===== src/rtl/wrc_pkg.sv =====
// Constants, types and decode functions for the watchdog and reset control block.
// Assumes a single 125 MHz bus clock and an AXI4-Lite master with 32-bit data.
package wrc_pkg;

    // ==========================================================
    // Register map
    localparam logic [7:0] WRC_CTRL_OFS = 8'h00;
    localparam logic [7:0] WRC_CAUSE_OFS = 8'h04;
    localparam logic [7:0] WRC_FILT_OFS = 8'h08;
    localparam logic [7:0] WRC_PSTAT_OFS = 8'h0c;

    // ==========================================================
    // Fields and values after reset
    localparam logic [7:0] WRC_CTRL_RST = 8'h53;
    localparam logic [1:0] WRC_FILT_RST = 2'h1;
    localparam logic [4:0] WRC_KEY_A = 5'h15;
    localparam logic [4:0] WRC_KEY_B = 5'h0a;
    localparam int WRC_KEY_LSB = 3;
    localparam int WRC_SOFT_FLAG_BIT = 0;
    localparam int WRC_BROWN_FLAG_BIT = 2;
    localparam int WRC_TIMEOUT_BIT = 0;
    localparam int WRC_PDOWN_BIT = 1;
    localparam logic [1:0] WRC_RESP_OKAY = 2'h0;
    localparam logic [1:0] WRC_RESP_SLVERR = 2'h2;

    // ==========================================================
    // Timing
    localparam int WRC_CLK_PERIOD_NS = 8;
    localparam int WRC_SLOW_OSC_HZ = 32768;
    localparam int WRC_SOFT_DELAY_CYC = 16;
    localparam int WRC_HOLD_CYC = 4;

    typedef enum logic [1:0] {
        WRC_ST_RUN,
        WRC_ST_SOFT_WAIT,
        WRC_ST_HOLD
    } wrc_state_t;

    // Last counter value before overflow, that is 2^n - 1 oscillator periods.
    function automatic logic [17:0] wrc_wdog_max(input logic [2:0] sel);
        case (sel)
            3'h0: wrc_wdog_max = 18'h000ff;
            3'h1: wrc_wdog_max = 18'h003ff;
            3'h2: wrc_wdog_max = 18'h00fff;
            3'h3: wrc_wdog_max = 18'h03fff;
            3'h4: wrc_wdog_max = 18'h07fff;
            3'h5: wrc_wdog_max = 18'h0ffff;
            3'h6: wrc_wdog_max = 18'h1ffff;
            default: wrc_wdog_max = 18'h3ffff;
        endcase
    endfunction

    // Last filter count before a brown-out is accepted.
    function automatic logic [6:0] wrc_filt_max(input logic [1:0] sel);
        case (sel)
            2'h0: wrc_filt_max = 7'h07;
            2'h1: wrc_filt_max = 7'h1f;
            2'h2: wrc_filt_max = 7'h3f;
            default: wrc_filt_max = 7'h7f;
        endcase
    endfunction

endpackage


===== src/rtl/wrc_watchdog.sv =====
// Watchdog timer with key-protected control, brown-out filter and reset cause flags.
// Assumes core instruction strobes on aclk, oscillator and supply detect as raw pins.
//
// Chosen here: the placing of the registers and the AXI4-Lite interface to the registers.
`timescale 1ns/10ps
module wrc_watchdog
    import wrc_pkg::*;
#(
    parameter int SOFT_RESET_DELAY_CYC = WRC_SOFT_DELAY_CYC,
    parameter int ADDR_W = 8
) (
    // Clock and reset
    input wire logic aclk,
    input wire logic aresetn,
    // AXI4-Lite write channels
    input wire logic awvalid,
    output logic awready,
    input wire logic [ADDR_W-1:0] awaddr,
    input wire logic wvalid,
    output logic wready,
    input wire logic [31:0] wdata,
    input wire logic [3:0] wstrb,
    output logic bvalid,
    input wire logic bready,
    output logic [1:0] bresp,
    // AXI4-Lite read channels
    input wire logic arvalid,
    output logic arready,
    input wire logic [ADDR_W-1:0] araddr,
    output logic rvalid,
    input wire logic rready,
    output logic [31:0] rdata,
    output logic [1:0] rresp,
    // Core instruction strobes and power mode
    input wire logic clear_watchdog_instruction,
    input wire logic halt_instruction,
    input wire logic sleep_idle,
    // Pins
    input wire logic low_speed_internal_osc,
    input wire logic low_supply_detect,
    // Reset outputs to the core
    output logic core_reset,
    output logic pc_sp_clear
);

    // ==========================================================
    // Pin synchronisers
    logic [2:0] osc_sync;
    logic [2:0] sup_sync;
    logic osc_level;
    logic sup_level;
    wire osc_agree = osc_sync[1] == osc_sync[2];
    wire sup_agree = sup_sync[1] == sup_sync[2];
    wire osc_tick = osc_agree && osc_sync[2] && !osc_level;

    always_ff @(posedge aclk) begin
        if (!aresetn) begin
            osc_sync <= 3'h0;
            sup_sync <= 3'h0;
            osc_level <= 1'b0;
            sup_level <= 1'b0;
        end else begin
            osc_sync <= {osc_sync[1:0], low_speed_internal_osc};
            sup_sync <= {sup_sync[1:0], low_supply_detect};
            if (osc_agree) osc_level <= osc_sync[2];
            if (sup_agree) sup_level <= sup_sync[2];
        end
    end

    // ==========================================================
    // Registers and state
    logic [7:0] watchdog_control;
    logic [1:0] brownout_filter_width;
    logic soft_reset_cause_flag;
    logic brownout_cause_flag;
    logic timeout_status_flag;
    logic power_down_flag;
    logic [17:0] wcnt;
    logic [6:0] bcnt;
    logic [15:0] dcnt;
    logic [2:0] hcnt;
    wrc_state_t state;
    wrc_state_t next_state;

    wire [4:0] watchdog_key_field = watchdog_control[7:WRC_KEY_LSB];
    wire [2:0] timeout_period_select = watchdog_control[2:0];
    wire key_ok = watchdog_key_field == WRC_KEY_A || watchdog_key_field == WRC_KEY_B;
    wire running = state == WRC_ST_RUN;
    // Greater-or-equal, so a period shortened below the running count still times out on the next oscillator tick.
    wire wdog_ovf = running && key_ok && osc_tick
        && wcnt >= wrc_wdog_max(timeout_period_select);
    wire ovf_full = wdog_ovf && !sleep_idle;
    wire ovf_sleep = wdog_ovf && sleep_idle;
    wire brown_trip = running && sup_level && !sleep_idle && osc_tick
        && bcnt == wrc_filt_max(brownout_filter_width);
    wire soft_done = state == WRC_ST_SOFT_WAIT
        && dcnt == 16'(SOFT_RESET_DELAY_CYC - 1);
    wire hold_done = state == WRC_ST_HOLD && hcnt == 3'(WRC_HOLD_CYC - 1);

    // ==========================================================
    // Reset sequencer
    always_comb begin
        next_state = state;
        case (state)
            WRC_ST_RUN: begin
                if (ovf_full || brown_trip) next_state = WRC_ST_HOLD;
                else if (!key_ok) next_state = WRC_ST_SOFT_WAIT;
            end
            WRC_ST_SOFT_WAIT: begin
                if (soft_done) next_state = WRC_ST_HOLD;
            end
            WRC_ST_HOLD: begin
                if (hold_done) next_state = WRC_ST_RUN;
            end
            default: next_state = WRC_ST_HOLD;
        endcase
    end

    // Power-on starts in the hold state so the core sees the same reset pulse as any other.
    always_ff @(posedge aclk) begin
        if (!aresetn) begin
            state <= WRC_ST_HOLD;
            core_reset <= 1'b1;
            pc_sp_clear <= 1'b0;
            dcnt <= 16'h0;
            hcnt <= 3'h0;
        end else begin
            state <= next_state;
            core_reset <= next_state == WRC_ST_HOLD;
            pc_sp_clear <= ovf_sleep;
            dcnt <= (state == WRC_ST_SOFT_WAIT) ? dcnt + 16'h1 : 16'h0;
            hcnt <= (state == WRC_ST_HOLD) ? hcnt + 3'h1 : 3'h0;
        end
    end

    // ==========================================================
    // Watchdog and brown-out counters
    wire wdog_clear = clear_watchdog_instruction || halt_instruction || !running
        || !key_ok || wdog_ovf;
    wire filt_clear = !sup_level || sleep_idle || !running || brown_trip;

    always_ff @(posedge aclk) begin
        if (!aresetn) begin
            wcnt <= 18'h0;
            bcnt <= 7'h0;
        end else begin
            if (wdog_clear) wcnt <= 18'h0;
            else if (osc_tick) wcnt <= wcnt + 18'h1;
            if (filt_clear) bcnt <= 7'h0;
            else if (osc_tick) bcnt <= bcnt + 7'h1;
        end
    end

    // ==========================================================
    // AXI4-Lite slave
    logic aw_held;
    logic w_held;
    logic [ADDR_W-1:0] aw_addr;
    logic [7:0] w_byte;
    logic w_lane0;
    wire aw_take = awvalid && awready;
    wire w_take = wvalid && wready;
    wire do_write = aw_held && w_held && !bvalid;
    wire ar_take = arvalid && arready;
    assign awready = !aw_held;
    assign wready = !w_held;
    assign arready = !rvalid;

    wire wr_ctrl = do_write && w_lane0 && aw_addr[7:0] == WRC_CTRL_OFS;
    wire wr_cause = do_write && w_lane0 && aw_addr[7:0] == WRC_CAUSE_OFS;
    wire wr_filt = do_write && w_lane0 && aw_addr[7:0] == WRC_FILT_OFS;
    wire wr_known = aw_addr[7:0] == WRC_CTRL_OFS || aw_addr[7:0] == WRC_CAUSE_OFS
        || aw_addr[7:0] == WRC_FILT_OFS || aw_addr[7:0] == WRC_PSTAT_OFS;
    wire rd_known = araddr[7:0] == WRC_CTRL_OFS || araddr[7:0] == WRC_CAUSE_OFS
        || araddr[7:0] == WRC_FILT_OFS || araddr[7:0] == WRC_PSTAT_OFS;
    wire [7:0] cause_read = {5'h0, brownout_cause_flag, 1'b0, soft_reset_cause_flag};
    wire [7:0] rd_mux = (araddr[7:0] == WRC_CTRL_OFS) ? watchdog_control
        : (araddr[7:0] == WRC_CAUSE_OFS) ? cause_read
        : (araddr[7:0] == WRC_FILT_OFS) ? {6'h0, brownout_filter_width}
        : (araddr[7:0] == WRC_PSTAT_OFS) ? {6'h0, power_down_flag, timeout_status_flag}
        : 8'h0;

    always_ff @(posedge aclk) begin
        if (!aresetn) begin
            aw_held <= 1'b0;
            w_held <= 1'b0;
            aw_addr <= '0;
            w_byte <= 8'h0;
            w_lane0 <= 1'b0;
            bvalid <= 1'b0;
            bresp <= WRC_RESP_OKAY;
            rvalid <= 1'b0;
            rdata <= 32'h0;
            rresp <= WRC_RESP_OKAY;
        end else begin
            if (aw_take) begin
                aw_held <= 1'b1;
                aw_addr <= awaddr;
            end else if (do_write) begin
                aw_held <= 1'b0;
            end
            if (w_take) begin
                w_held <= 1'b1;
                w_byte <= wdata[7:0];
                w_lane0 <= wstrb[0];
            end else if (do_write) begin
                w_held <= 1'b0;
            end
            if (do_write) begin
                bvalid <= 1'b1;
                bresp <= wr_known ? WRC_RESP_OKAY : WRC_RESP_SLVERR;
            end else if (bready) begin
                bvalid <= 1'b0;
            end
            if (ar_take) begin
                rvalid <= 1'b1;
                rdata <= {24'h0, rd_mux};
                rresp <= rd_known ? WRC_RESP_OKAY : WRC_RESP_SLVERR;
            end else if (rready) begin
                rvalid <= 1'b0;
            end
        end
    end

    // ==========================================================
    // Control registers and flags
    // A full reset reloads control and filter select but never the cause flags, so software
    // can still tell after the restart why it happened. Flag sets win over software clears.
    wire full_reinit = state == WRC_ST_HOLD;
    wire soft_set = soft_done;
    wire brown_set = brown_trip;

    always_ff @(posedge aclk) begin
        if (!aresetn) begin
            watchdog_control <= WRC_CTRL_RST;
            brownout_filter_width <= WRC_FILT_RST;
            soft_reset_cause_flag <= 1'b0;
            brownout_cause_flag <= 1'b0;
            timeout_status_flag <= 1'b0;
            power_down_flag <= 1'b0;
        end else begin
            if (full_reinit) begin
                watchdog_control <= WRC_CTRL_RST;
                brownout_filter_width <= WRC_FILT_RST;
            end else begin
                if (wr_ctrl) watchdog_control <= w_byte;
                if (wr_filt) brownout_filter_width <= w_byte[1:0];
            end
            if (soft_set) soft_reset_cause_flag <= 1'b1;
            else if (wr_cause) soft_reset_cause_flag <= w_byte[WRC_SOFT_FLAG_BIT];
            if (brown_set) brownout_cause_flag <= 1'b1;
            else if (wr_cause) brownout_cause_flag <= w_byte[WRC_BROWN_FLAG_BIT];
            // A brown-out leaves both status flags untouched.
            if (wdog_ovf) timeout_status_flag <= 1'b1;
            else if (halt_instruction || clear_watchdog_instruction) timeout_status_flag <= 1'b0;
            if (halt_instruction) power_down_flag <= 1'b1;
            else if (clear_watchdog_instruction) power_down_flag <= 1'b0;
        end
    end
endmodule


===== config.mk =====
export PLATFORM = sky130hd
export DESIGN_NAME = wrc_watchdog
export DESIGN_NICKNAME = d
export VERILOG_FILES = /design/src/rtl/wrc_pkg.sv /design/src/rtl/wrc_watchdog.sv
export SDC_FILE = /design/constraint.sdc
export NUM_CORES = 1
export LEC_CHECK = 0
export BUFFER_PORTS_ARGS = -buffer_cell sky130_fd_sc_hd__buf_2
export CORE_MARGIN = 3
export CORE_UTILIZATION = 50
export CTS_CLUSTER_SIZE = 20
export DETAILED_ROUTE_END_ITERATION = 16
export PLACE_DENSITY = 0.76
export SYNTH_ARGS = -nofsm -noshare
export SYNTH_HDL_FRONTEND = slang
export SYNTH_SLANG_ARGS = --single-unit

===== constraint.sdc =====
create_clock -name aclk -period 2.5 [get_ports aclk]
set_input_delay 0.125 -clock aclk [delete_from_list [all_inputs] [get_ports aclk]]
set_output_delay 0.125 -clock aclk [all_outputs]
set_load 0.01 [all_outputs]

# Word level (Yosys, flattened, before mapping)
# Cells that the tools add are included.
# Widths: inputs -> output; s select.
dict set report word_totals {
  ff_bits 103
  inputBits 64
  out_inout_bits 43
  word_cells 149
}
dict set report classes {
  add_sub_neg 4
  magnitude_cmp 1
  eq_ne 24
  muxes 28
  bitwise_logic 1
  reduce_logical 64
}
# cell n
set op_table {}
lappend op_table {{$pmux 18 s7} 1}
lappend op_table {{$eq 8x4->1 const B} 4}
lappend op_table {{$logic_and 1x1->1} 22}
lappend op_table {{$pmux 7 s3} 1}
lappend op_table {{$add 18x1->18 const B} 1}
lappend op_table {{$ge 18x18->1} 1}
lappend op_table {{$add 16x1->16 const B} 1}
lappend op_table {{$eq 16x4->1 const B} 1}
lappend op_table {{$eq 8x3->1 const B} 2}
lappend op_table {{$logic_not 8->1} 2}
lappend op_table {{$mux 2} 8}
lappend op_table {{$reduce_bool 2->1} 8}
lappend op_table {{$logic_or 1x1->1} 15}
lappend op_table {{$mux 1} 15}
lappend op_table {{$eq 3x2->1 const B} 3}
lappend op_table {{$eq 3x3->1 const B} 3}
lappend op_table {{$logic_not 1->1} 9}
lappend op_table {{$mux 8} 1}
lappend op_table {{$add 7x1->7 const B} 1}
lappend op_table {{$eq 7x7->1} 1}
lappend op_table {{$eq 2x2->1 const B} 3}
lappend op_table {{$pmux 2 s3} 1}
lappend op_table {{$reduce_or 2->1} 3}
lappend op_table {{$eq 5x4->1 const B} 1}
lappend op_table {{other kinds (10)} 14}

# Logic depth before layout (Yosys ltp)
# Gate-level depths: netlist of run 1.
dict set report logic_depth {
  depth_word 10
  mapped_depth 9
  depth_no_buf 7
}

# Worst setup path after synthesis of run 1
# OpenSTA, ideal clock, no wires.
dict set report synth_timing {
  kind {register -> register}
  start {register watchdog_control[2]}
  end {register timeout_status_flag}
  setup_time_ps 116
  arrival_ps 2132
  required_time_ps 2384
  slack_ps 252
  stages_incl_launch_ff 9
  n_path_buf 1
  cell_sequence {dfxtp_1 clkbuf_1 o21ai_0 ha_1 a21o_1 a21o_1 a2111oi_4 a21oi_2 a31o_2}
}
dict set report synth_via {
  elab_chain_cells 5
  elab_cells_between_ends 12
  classes_between {order compare: 1; eq/ne: 6; mux: 2; reduce/logical: 3}
}
# element line_no
set synth_lines {}
lappend synth_lines {{start: declaration} wrc_watchdog.sv:72} ;# logic [7:0] watchdog_control;
lappend synth_lines {{start signal: assignment} wrc_watchdog.sv:246} ;# if (wr_ctrl) watchdog_control <= w_byte;
lappend synth_lines {{$eq 3x3->1, or another cell as far along} wrc_pkg.sv:41} ;# case (sel)
lappend synth_lines {{$pmux 18 s7 *} wrc_pkg.sv:41}
lappend synth_lines {{$ge 18x18->1 *} wrc_watchdog.sv:91} ;# && wcnt >= wrc_wdog_max(timeout_period_select);
lappend synth_lines {{$logic_and 1x1->1 *} wrc_watchdog.sv:91}
lappend synth_lines {{$mux 1 or $reduce_bool 2->1 (tied branches)} --}
lappend synth_lines {{end signal: assignment} wrc_watchdog.sv:239} ;# timeout_status_flag <= 1'b0;
lappend synth_lines {{end signal: assignment} wrc_watchdog.sv:254} ;# if (wdog_ovf) timeout_status_flag <= 1'b1;
lappend synth_lines {{end signal: assignment} wrc_watchdog.sv:255} ;# else if (halt_instruction || clear_watchdog_instruction) timeout_status_flag <= 1'b0;
lappend synth_lines {{end: declaration} wrc_watchdog.sv:76} ;# logic timeout_status_flag;
# Mark *: on every way between the ends. The rest lies on a longest branch, timed or not.
# A chain may end at the register's enable or synchronous reset.

# Worst setup path after layout of run 1
dict set report layout_timing {
  start {register watchdog_control[1]}
  end {register timeout_status_flag}
}
# Same word-level chain as after synthesis.

==> impl_metrics.csv, run 1 <==
group,metric,value,unit
floorplan,die_area,10400,sq um
logic_synthesis,async_flop_share,0,%
placed_design,io_buffers,53,
sta,rsz0062_at_grt,"false",
sta,fin_setup_tns,0,ns
floorplan,ioPinCount,107,
setup_path,cp_common_cell,"a21o_1",
setup_path,crit_path_end_kind,"register",
cts,postCtsSetupRepairBufs,0,
floorplan,die_w,102,microns
global_route,antenna_found_initial,0,
status,status,"completed",
logic_synthesis,synth_top_area_share,43.7,%
routing,vias,3733,
floorplan,initial_core_util,52.3,%
routing,drtIter0Drc,89,
cts,insertion_delay,0.37,ns
routing,dr.pass1.iters,4,
global_route,grt_max_degree,37,
logic_synthesis,synthTopCellsByArea,"dfxtp_1 (44%), nor2_1 (5.9%), mux2i_1 (5.0%)",
placed_design,preCtsSetupSlack,0.151,ns
setup_path,arrival,2.64,ns
logic_synthesis,synth_top_cell_by_area,"dfxtp_1",
setup_path,startpoint_type,"register",
cts,cts.sinks,101,
final_layout,synthToLayoutAreaGrowth,15.0,%
routing,ant_nets,0,
final_layout,antenna_cells,0,
sta,clock_skew,0.0111,ns
placed_design,gp_congestion,0.808,
logic_synthesis,syn_area_per_cell,8.94,sq um
cts,cts_buffer_depth,2,
sta,period_minus_slack,2.37,ns
sta,finalCritPeriodShare,95.0,%
floorplan,die_h,102,microns
placed_design,dp_hpwl,6.79,mm
setup_path,crit_type,"reg2reg",
logic_synthesis,synth-edff-count,0,
global_route,grt_overflow,0,
floorplan,core,8850,sq um
sta,max_freq,421,MHz
final_layout,final_util,60.1,%
sta,hold_viol,0,
logic_synthesis,syn_inst,517,
logic_synthesis,synth_cell_types,54,
cts,path_clk_slew,0.10,ns
global_route,grt_pass1_vias,3537,
global_route,track_usage,18.5,%
routing,drc,0,
cts,cts_max_level,3,
logic_synthesis,ys_seq_area_share,43.7,%
logic_synthesis,synth_ff_type,"dfxtp_1",
setup_path,max_stage_delay,0.48,ns
setup_path,crit_path_max_fanout,8,
sta,setup_viol,0,
sta,drv_slew,0,
logic_synthesis,ys_ff_latch,101,
sta,setup_ws,0.126,ns
global_route,grt_first_pass_wirelength,15.8,mm
setup_path,crit_path_top_delay_cell,"dfxtp_1",
setup_path,worstPathCellList,"o21ai_0, ha_1, a21o_1, a21o_1, a2111oi_4, a21oi_2, buf_4, a31o_2",
sta,worst_slew_pin_slew,0.890,ns
final_layout,nets,675,
cts,cts_made_buffers,9,
logic_synthesis,synth_area,4620,sq um
cts,cts_tree,"built",
routing,wire_per_inst,13.3,microns
final_layout,drive_gt1_share,16.0,%
cts,cts_root_buffer,"clkbuf_8",
power_and_ir_drop,powerDensity,535,nW/um^2
power_and_ir_drop,ir_worst_vdd,0.373,mV
routing,via_per_inst,5.27,
power_and_ir_drop,p_leak,0.00209,uW
floorplan,rows,34,
sta,slew_headroom,40.5,%
logic_synthesis,yosysWarnings,0,
routing,totalWireLength,9.43,mm
setup_path,required,2.76,ns
job,cap_viol_max_count,0,
worst_hold_path,hp-class,"in2reg",
==> worst max-delay path: cells and delay by family, from the launching register on <==
| kind | cells | cell delay, ns |
|---|---|---|
| flops | 1 | 0.48 |
| buf+inv | 1 | 0.18 |
| fa+ha+maj | 1 | 0.32 |
| compound gates | 6 | 1.31 |
==> logic make-up (layout without fill, tap and decap cells) <==
logic type / Yosys count / count (layout) / share of synthesized area [%]
AO/OA/AOI/OAI: 59 / 59 / 8.47
XOR/XNOR: 32 / 32 / 6.06
adder cells (fa/ha/maj): 16 / 16 / 4.33
buffers and inverters: 55 / 113 / 6.79
flip-flops: 101 / 101 / 43.7
multiplexers: 25 / 25 / 5.79
other: 1 / 26 / 0.0811
AND/OR/NAND/NOR: 228 / 228 / 24.8
==> sequential cells by signal, summed over array words and instances (netlist names), 2 cells and up <==
signal                 flops
watchdog_control           8
sup_sync                   3
bcnt                       7
aw_addr                    8
rdata                      8
hcnt                       3
wcnt                      18
brownout_filter_width      2
state                      2
dcnt                      16
osc_sync                   3
w_byte                     8
==> final timing paths <==
kind	to	from	cells past startpoint	slack (ns)
max	timeout_status_flag$_SDFFE_PN0P_	watchdog_control[1]$_SDFFE_PP1P_	8	0.13
max reg2reg	timeout_status_flag$_SDFFE_PN0P_	watchdog_control[1]$_SDFFE_PP1P_	8	0.13
min	aw_addr[1]$_SDFFE_PN0P_	awaddr[1]	3	0.01
min reg2reg	sup_sync[1]$_SDFF_PN0_	sup_sync[0]$_SDFF_PN0_	1	0.43
==> synthesized netlist by cell type (7+ instances only) <==
master,instances
o21ai_0,7
mux2i_1,23
ha_1,16
nand4_1,14
nand2_1,52
buf_4,26
a21oi_1,28
nand3_1,18
clkbuf_1,8
a22oi_1,7
nor2_1,73
inv_1,13
xnor2_1,17
dfxtp_1,101
nor3_1,22
xor2_1,15
nor4_1,7
and2_1,10
==> routing by layer <==
layer,part of all wire (%),vias to the layer above,wire (microns),GRT usage [%]
met4,1.3,0,127,5.05
met5,0,-,0,0
met3,3.9,11,371,4.37
li1,-,1894,-,-
met2,49,66,4580,31.6
met1,46,1762,4350,23.5
==> where the power goes <==
part	switching [uW]	leakage (uW)	internal, uW
Combinational	109	0.00117	93.8
Clock	592	0.0000950	379
Sequential	27.7	0.000820	1650
==> final cells by class <==
class,instances,area [sq um]
sequential,101,2020
fill,752,3530
clock inverter,7,57.6
multi-input combinational,386,2380
timing repair buffer,83,543
inverter,14,52.6
tap,108,135
clock buffer,9,124
==> per-stage QoR <==
step                      hold WS (ns)  cell area [sq um]  power [uW]  instances
final                           0.0147               5320        2850        708
after global routing            0.0191               5320        2960        708
after CTS                      0.00367               5320        2870        708
after detailed placement         0.331               4920        1890        671
after global placement           0.310               4920        1880        671
after floorplan                  0.224               4720        1850        542
==> cells in the final DEF, fill, tap and decap left out, types with 2 or more instances in the layout <==
master | Yosys | final
dlygate4sd3_1 | 0 | 21
a21oi_1 | 28 | 28
dfxtp_1 | 101 | 101
clkinv_4 | 0 | 2
inv_1 | 13 | 13
xor2_1 | 15 | 15
and2_1 | 10 | 10
nor2b_1 | 4 | 4
nand2_1 | 52 | 52
nor4_1 | 7 | 7
a22oi_1 | 7 | 7
o21ai_0 | 7 | 7
nand4_1 | 14 | 14
ha_1 | 16 | 16
mux2i_1 | 23 | 23
nor2_1 | 73 | 73
or3_1 | 3 | 3
a211o_1 | 2 | 2
nand2b_1 | 2 | 2
xnor2_1 | 17 | 17
inv_6 | 0 | 4
a31o_2 | 3 | 3
and3_1 | 3 | 3
buf_4 | 26 | 9
and4b_1 | 2 | 2
and4_1 | 5 | 5
a21o_1 | 3 | 3
nor3b_1 | 2 | 2
nor3_1 | 22 | 22
and4bb_2 | 2 | 2
clkbuf_8 | 0 | 9
conb_1 | 1 | 26
buf_2 | 2 | 53
nand3_1 | 18 | 18
==> timing repair <==
item | CTS | global route
hold buffers | 21 | 0
resized for setup | 0 | 0
endpoints found under the hold margin | 21 | 0
(Power assumes the default switching activity.)
==> run 2, diff against run 1 <==
Settings changed: RECOVER_POWER set to 25.
Clock period 2.5 ns to 2.97 ns, I/O delays scaled along.
==> run 2 against run 1 <==
Net effect:
- critical endpoint is now wcnt[3]$_SDFFE_PP0P_
- sequential power decreased by 16%
- non-clock buffer count shrank 8
- core utilization is 0.76 points lower
- via count fell by 1.2%
- hold slack improved by 0.011 ns
==> impl_metrics.csv, run 2 (synthesized netlist as in run 1, its figures left out) <==
group,metric,value,unit
final_layout,drive_gt1_share,12.7,%
sta,worst_slew_pin_slew,0.910,ns
sta,rsz0062_at_grt,"false",
global_route,grt_first_pass_wirelength,15.9,mm
global_route,grt_overflow,0,
setup_path,arrival,2.76,ns
power_and_ir_drop,p_leak,0.00199,uW
status,status,"completed",
global_route,track_usage,18.9,%
setup_path,crit_path_end_kind,"register",
final_layout,fin_cells,700,
setup_path,critPathCapture,"wcnt[3]$_SDFFE_PP0P_",
routing,vias,3690,
power_and_ir_drop,ir_worst_vdd,0.290,mV
final_layout,largest_register,"wcnt",
cts,cts_tree,"built",
job,cap_viol_max_count,0,
final_layout,layout_common_cells,"dfxtp_1 (101), nor2_1 (73), nand2_1 (52), buf_2 (38), a21oi_1 (28)",
floorplan,die_h,102,microns
floorplan,core,8850,sq um
final_layout,top_regs,"wcnt: 18 flops, dcnt: 16 flops",
setup_path,regToRegSetupSlack,0.49,ns
routing,wire_per_inst,13.3,microns
cts,cts_max_level,3,
routing,dr.pass1.iters,4,
final_layout,largest_reg_flops,18,
placed_design,placed_cells,665,
sta,slew_headroom,39.2,%
placed_design,gp_congestion,0.791,
sta,setup_viol,0,
placed_design,dp_hpwl,6.62,mm
setup_path,reg2reg_depth,8,
setup_path,crit_path_max_fanout,14,
sta,fin_setup_tns,0,ns
setup_path,crit_start,"watchdog_control[2]$_SDFFE_PP0P_",
floorplan,die_w,102,microns
power_and_ir_drop,p_total,2430,uW
sta,max_freq,403,MHz
setup_path,startpoint_type,"register",
setup_path,crit_type,"reg2reg",
sta,period_minus_slack,2.48,ns
final_layout,nets,667,
cts,cts_buffer_depth,2,
floorplan,rows,34,
global_route,antenna_found_initial,0,
setup_path,r2r_end,"wcnt[3]$_SDFFE_PP0P_",
routing,ant_nets,0,
floorplan,initial_core_util,52.3,%
routing,via_per_inst,5.27,
cts,cts_made_buffers,9,
cts,postCtsSetupRepairBufs,0,
cts,insertion_delay,0.38,ns
routing,drtIter0Drc,100,
sta,hold_viol,0,
cts,cts.sinks,101,
routing,drc,0,
cts,cts_root_buffer,"clkbuf_8",
final_layout,n_fill_cell,774,
placed_design,placed_area,4880,sq um
sta,clock_skew,0.0165,ns
final_layout,mostFrequentLayoutCell,"dfxtp_1",
setup_path,r2r_start,"watchdog_control[2]$_SDFFE_PP0P_",
setup_path,required,3.25,ns
final_layout,synthToLayoutAreaGrowth,13.5,%
placed_design,io_buffers,53,
cts,path_clk_slew,0.10,ns
floorplan,ioPinCount,107,
sta,drv_slew,0,
global_route,grt_max_degree,37,
final_layout,antenna_cells,0,
routing,totalWireLength,9.31,mm
final_layout,stdcell_area,5250,sq um
power_and_ir_drop,powerDensity,463,nW/um^2
sta,finalCritPeriodShare,83.5,%
global_route,grt_pass1_vias,3572,
worst_hold_path,hp-class,"in2reg",
floorplan,die_area,10400,sq um
[run 2: cell types whose count changed in the layout (fill, tap and decap cells not counted), sizes merged]
cell and delta:
dlygate4sd3 -2, clkbuf +15, buf -21
[run 2: through the flow]
stage	util (%)	hold slack (ns)	setup slack, ns
final	59.3	0.0259	0.489
after global routing	59.3	0.0221	0.284
after CTS	59.5	0.00663	0.499
after detailed placement	55.1	0.347	0.512
after global placement	55.1	0.333	0.609
after floorplan	-	0.248	0.722
[run 2: worst min path at each step]
stage	end	depth (start not counted)	from	slack, ns
6_report	power_down_flag$_SDFFE_PN0P_	3	halt_instruction	0.03
5_1_grt	power_down_flag$_SDFFE_PN0P_	3	halt_instruction	0.02
4_1_cts	power_down_flag$_SDFFE_PN0P_	3	halt_instruction	0.007
3_5_place_dp	rvalid$_SDFFE_PN0P_	2	rready	0.35
3_3_place_gp	rvalid$_SDFFE_PN0P_	2	rready	0.33
2_1_floorplan	rvalid$_SDFFE_PN0P_	1	rready	0.25
[run 2: layer usage]
metal  vias up  share of wire (%)  GRT usage (%)
li1       1881                  -              -
met1      1722                 46           23.1
met2        78                 49           32.1
met3         9                4.1           5.39
met4         0                1.1           5.95
met5         -                  0              0
[run 2: cell type report]
type / instances / area (sq um) / area share, %
clock buffers: 9 / 124 / 2.36
clock inverters: 7 / 73.8 / 1.41
inverters: 14 / 52.6 / 1.00
multi-input cells: 386 / 2380 / 45.4
flip-flops and latches: 101 / 2020 / 38.5
well taps: 108 / 135 / 2.57
repair buffers: 75 / 459 / 8.75
[run 2: timing repair]
action,4_1_cts,5_1_grt
resized for setup,0,0
endpoints found under the hold margin,19,0
hold buffers,19,0
[run 2: power breakdown]
part           switching (uW)  internal (uW)
clock                     527            333
sequential               22.6           1380
combinational            90.3           74.9
[run 2: critical path: stages (launching register included)]
cell and delay (ns):
dfxtp_1 0.52, o21ai_0 0.15, ha_1 0.32, a21o_1 0.16, a21o_1 0.20, a2111oi_4 0.46, a21oi_2 0.17, buf_4 0.23
nor3_1 0.19
==> run 3, diff against run 2 <==
Clock period 2.97 ns to 2.5 ns, I/O delays scaled along.
==> run 3 against run 2 <==
Net effect:
- combinational power up 22%
- critical path depth unchanged
- global-route usage down 0.34 points
- power is 17% higher
- clock-buffer cell count unchanged
- register-to-register slack lost 0.37 ns
- cell count rose by 1.1%
- sequential share of layout area shrank 0.34 points
- die area unchanged
- non-clock buffer count rose by 8
- critical endpoint is now timeout_status_flag$_SDFFE_PN0P_
==> impl_metrics.csv, run 3 (synthesized netlist as in run 1, its figures left out) <==
group,metric,value,unit
floorplan,die_w,102,microns
setup_path,path_depth,8,
routing,drtIter0Drc,84,
final_layout,antenna_cells,0,
sta,slew_headroom,40.5,%
sta,max_freq,421,MHz
final_layout,largest_register,"wcnt",
routing,vias,3733,
routing,dr.pass1.iters,4,
setup_path,cp_common_cell,"a21o_1",
routing,via_per_inst,5.27,
final_layout,mostFrequentLayoutCell,"dfxtp_1",
setup_path,reg2reg_depth,8,
global_route,grt_first_pass_wirelength,15.8,mm
cts,cts_resized,0,
cts,cts.sinks,101,
cts,path_clk_slew,0.10,ns
power_and_ir_drop,p_total,2840,uW
global_route,track_usage,18.5,%
global_route,grt_overflow,0,
cts,cts_tree,"built",
floorplan,die_area,10400,sq um
floorplan,initial_core_util,52.3,%
final_layout,drive_gt1_share,13.5,%
sta,finalCritPeriodShare,95.1,%
placed_design,preCtsSetupSlack,0.151,ns
setup_path,path_buf_inv,1,
floorplan,die_h,102,microns
sta,rsz0062_at_grt,"false",
routing,ant_nets,0,
floorplan,ioPinCount,107,
final_layout,layout_common_cells,"dfxtp_1 (101), nor2_1 (73), nand2_1 (52), buf_2 (39), a21oi_1 (28)",
sta,setup_viol,0,
global_route,antenna_found_initial,0,
cts,cts_made_buffers,9,
routing,drc,0,
cts,cts_max_level,3,
global_route,grt_max_degree,37,
power_and_ir_drop,p_leak,0.00202,uW
power_and_ir_drop,ir_worst_vdd,0.373,mV
sta,drv_slew,0,
final_layout,n_fill_cell,762,
cts,cts_root_buffer,"clkbuf_8",
setup_path,cp_top_family,"compound AO/OA/AOI/OAI gates",
setup_path,max_stage_delay,0.48,ns
worst_hold_path,hp-class,"in2reg",
final_layout,nets,675,
status,status,"completed",
setup_path,crit_path_max_fanout,8,
power_and_ir_drop,powerDensity,537,nW/um^2
placed_design,gp_congestion,0.808,
setup_path,crit_path_end_kind,"register",
worst_hold_path,holdPathStages,3,
global_route,grt_pass1_vias,3537,
cts,insertion_delay,0.37,ns
floorplan,core,8850,sq um
final_layout,synthToLayoutAreaGrowth,14.5,%
final_layout,top_regs,"wcnt: 18 flops, dcnt: 16 flops",
sta,period_minus_slack,2.38,ns
setup_path,crit_type,"reg2reg",
setup_path,required,2.76,ns
setup_path,arrival,2.64,ns
sta,setup_ws,0.122,ns
setup_path,worstPathCellList,"o21ai_0, ha_1, a21o_1, a21o_1, a2111oi_4, a21oi_2, buf_4, a31o_2",
sta,hold_viol,0,
sta,fin_setup_tns,0,ns
floorplan,rows,34,
setup_path,crit_path_top_delay_cell,"dfxtp_1",
job,cap_viol_max_count,0,
final_layout,largest_reg_flops,18,
routing,wire_per_inst,13.4,microns
placed_design,dp_hpwl,6.79,mm
setup_path,regToRegSetupSlack,0.12,ns
setup_path,startpoint_type,"register",
sta,worst_slew_pin_slew,0.890,ns
placed_design,io_buffers,53,
sta,clock_skew,0.0112,ns
cts,cts_buffer_depth,2,
final_layout,final_util,59.8,%
routing,totalWireLength,9.48,mm
run 3: cell count changes in the layout (fill, tap and decap cells not counted), sizes merged:
cell and change:
buf +6, dlygate4sd3 +2
run 3: worst paths after layout:
| path | startpoint | to |
|---|---|---|
| setup / recovery | watchdog_control[1]$_SDFFE_PP1P_ | timeout_status_flag$_SDFFE_PN0P_ |
| hold / removal | awaddr[1] | aw_addr[1]$_SDFFE_PN0P_ |
| setup reg to reg | watchdog_control[1]$_SDFFE_PP1P_ | timeout_status_flag$_SDFFE_PN0P_ |
| hold reg to reg | sup_sync[0]$_SDFF_PN0_ | sup_sync[1]$_SDFF_PN0_ |
run 3: report_power, final:
part | total, uW | switching (uW) | internal (uW)
clock | 971 | 592 | 379
combinational | 201 | 109 | 91.6
sequential | 1670 | 27.9 | 1650
total | 2840 | 729 | 2120
run 3: timing repair:
item / in CTS / in global routing
hold buffers: 21 / 0
hold endpoints to repair: 21 / 0
setup buffers: 0 / 0
run 3: area by class of cell:
class	instances	area (sq um)	area share [%]
inverter	14	52.6	0.992
tap	108	135	2.55
sequential	101	2020	38.2
clock inverter	7	57.6	1.09
clock buffer	9	124	2.34
timing repair buffer	83	522	9.85
multi-input combinational	386	2380	45.0
run 3: worst min-delay path: stages:
cell,delay [ns]
buf_2,0.07
mux2i_1,0.06
nor2_1,0.08
run 3: metrics by stage:
step	instance area [sq um]	hold WS, ns	cells
finish	5300	0.0151	708
global route	5300	0.0191	708
CTS	5320	0.00367	708
detailed placement	4920	0.331	671
global placement	4920	0.310	671
floorplan	4720	0.224	542
run 3: layer usage:
| layer | up-vias | GRT usage (%) | wire length [microns] |
|---|---|---|---|
| met5 | - | 0 | 0 |
| met1 | 1760 | 23.5 | 4380 |
| li1 | 1894 | - | - |
| met4 | 0 | 5.05 | 121 |
| met3 | 11 | 4.37 | 373 |
| met2 | 68 | 31.6 | 4600 |
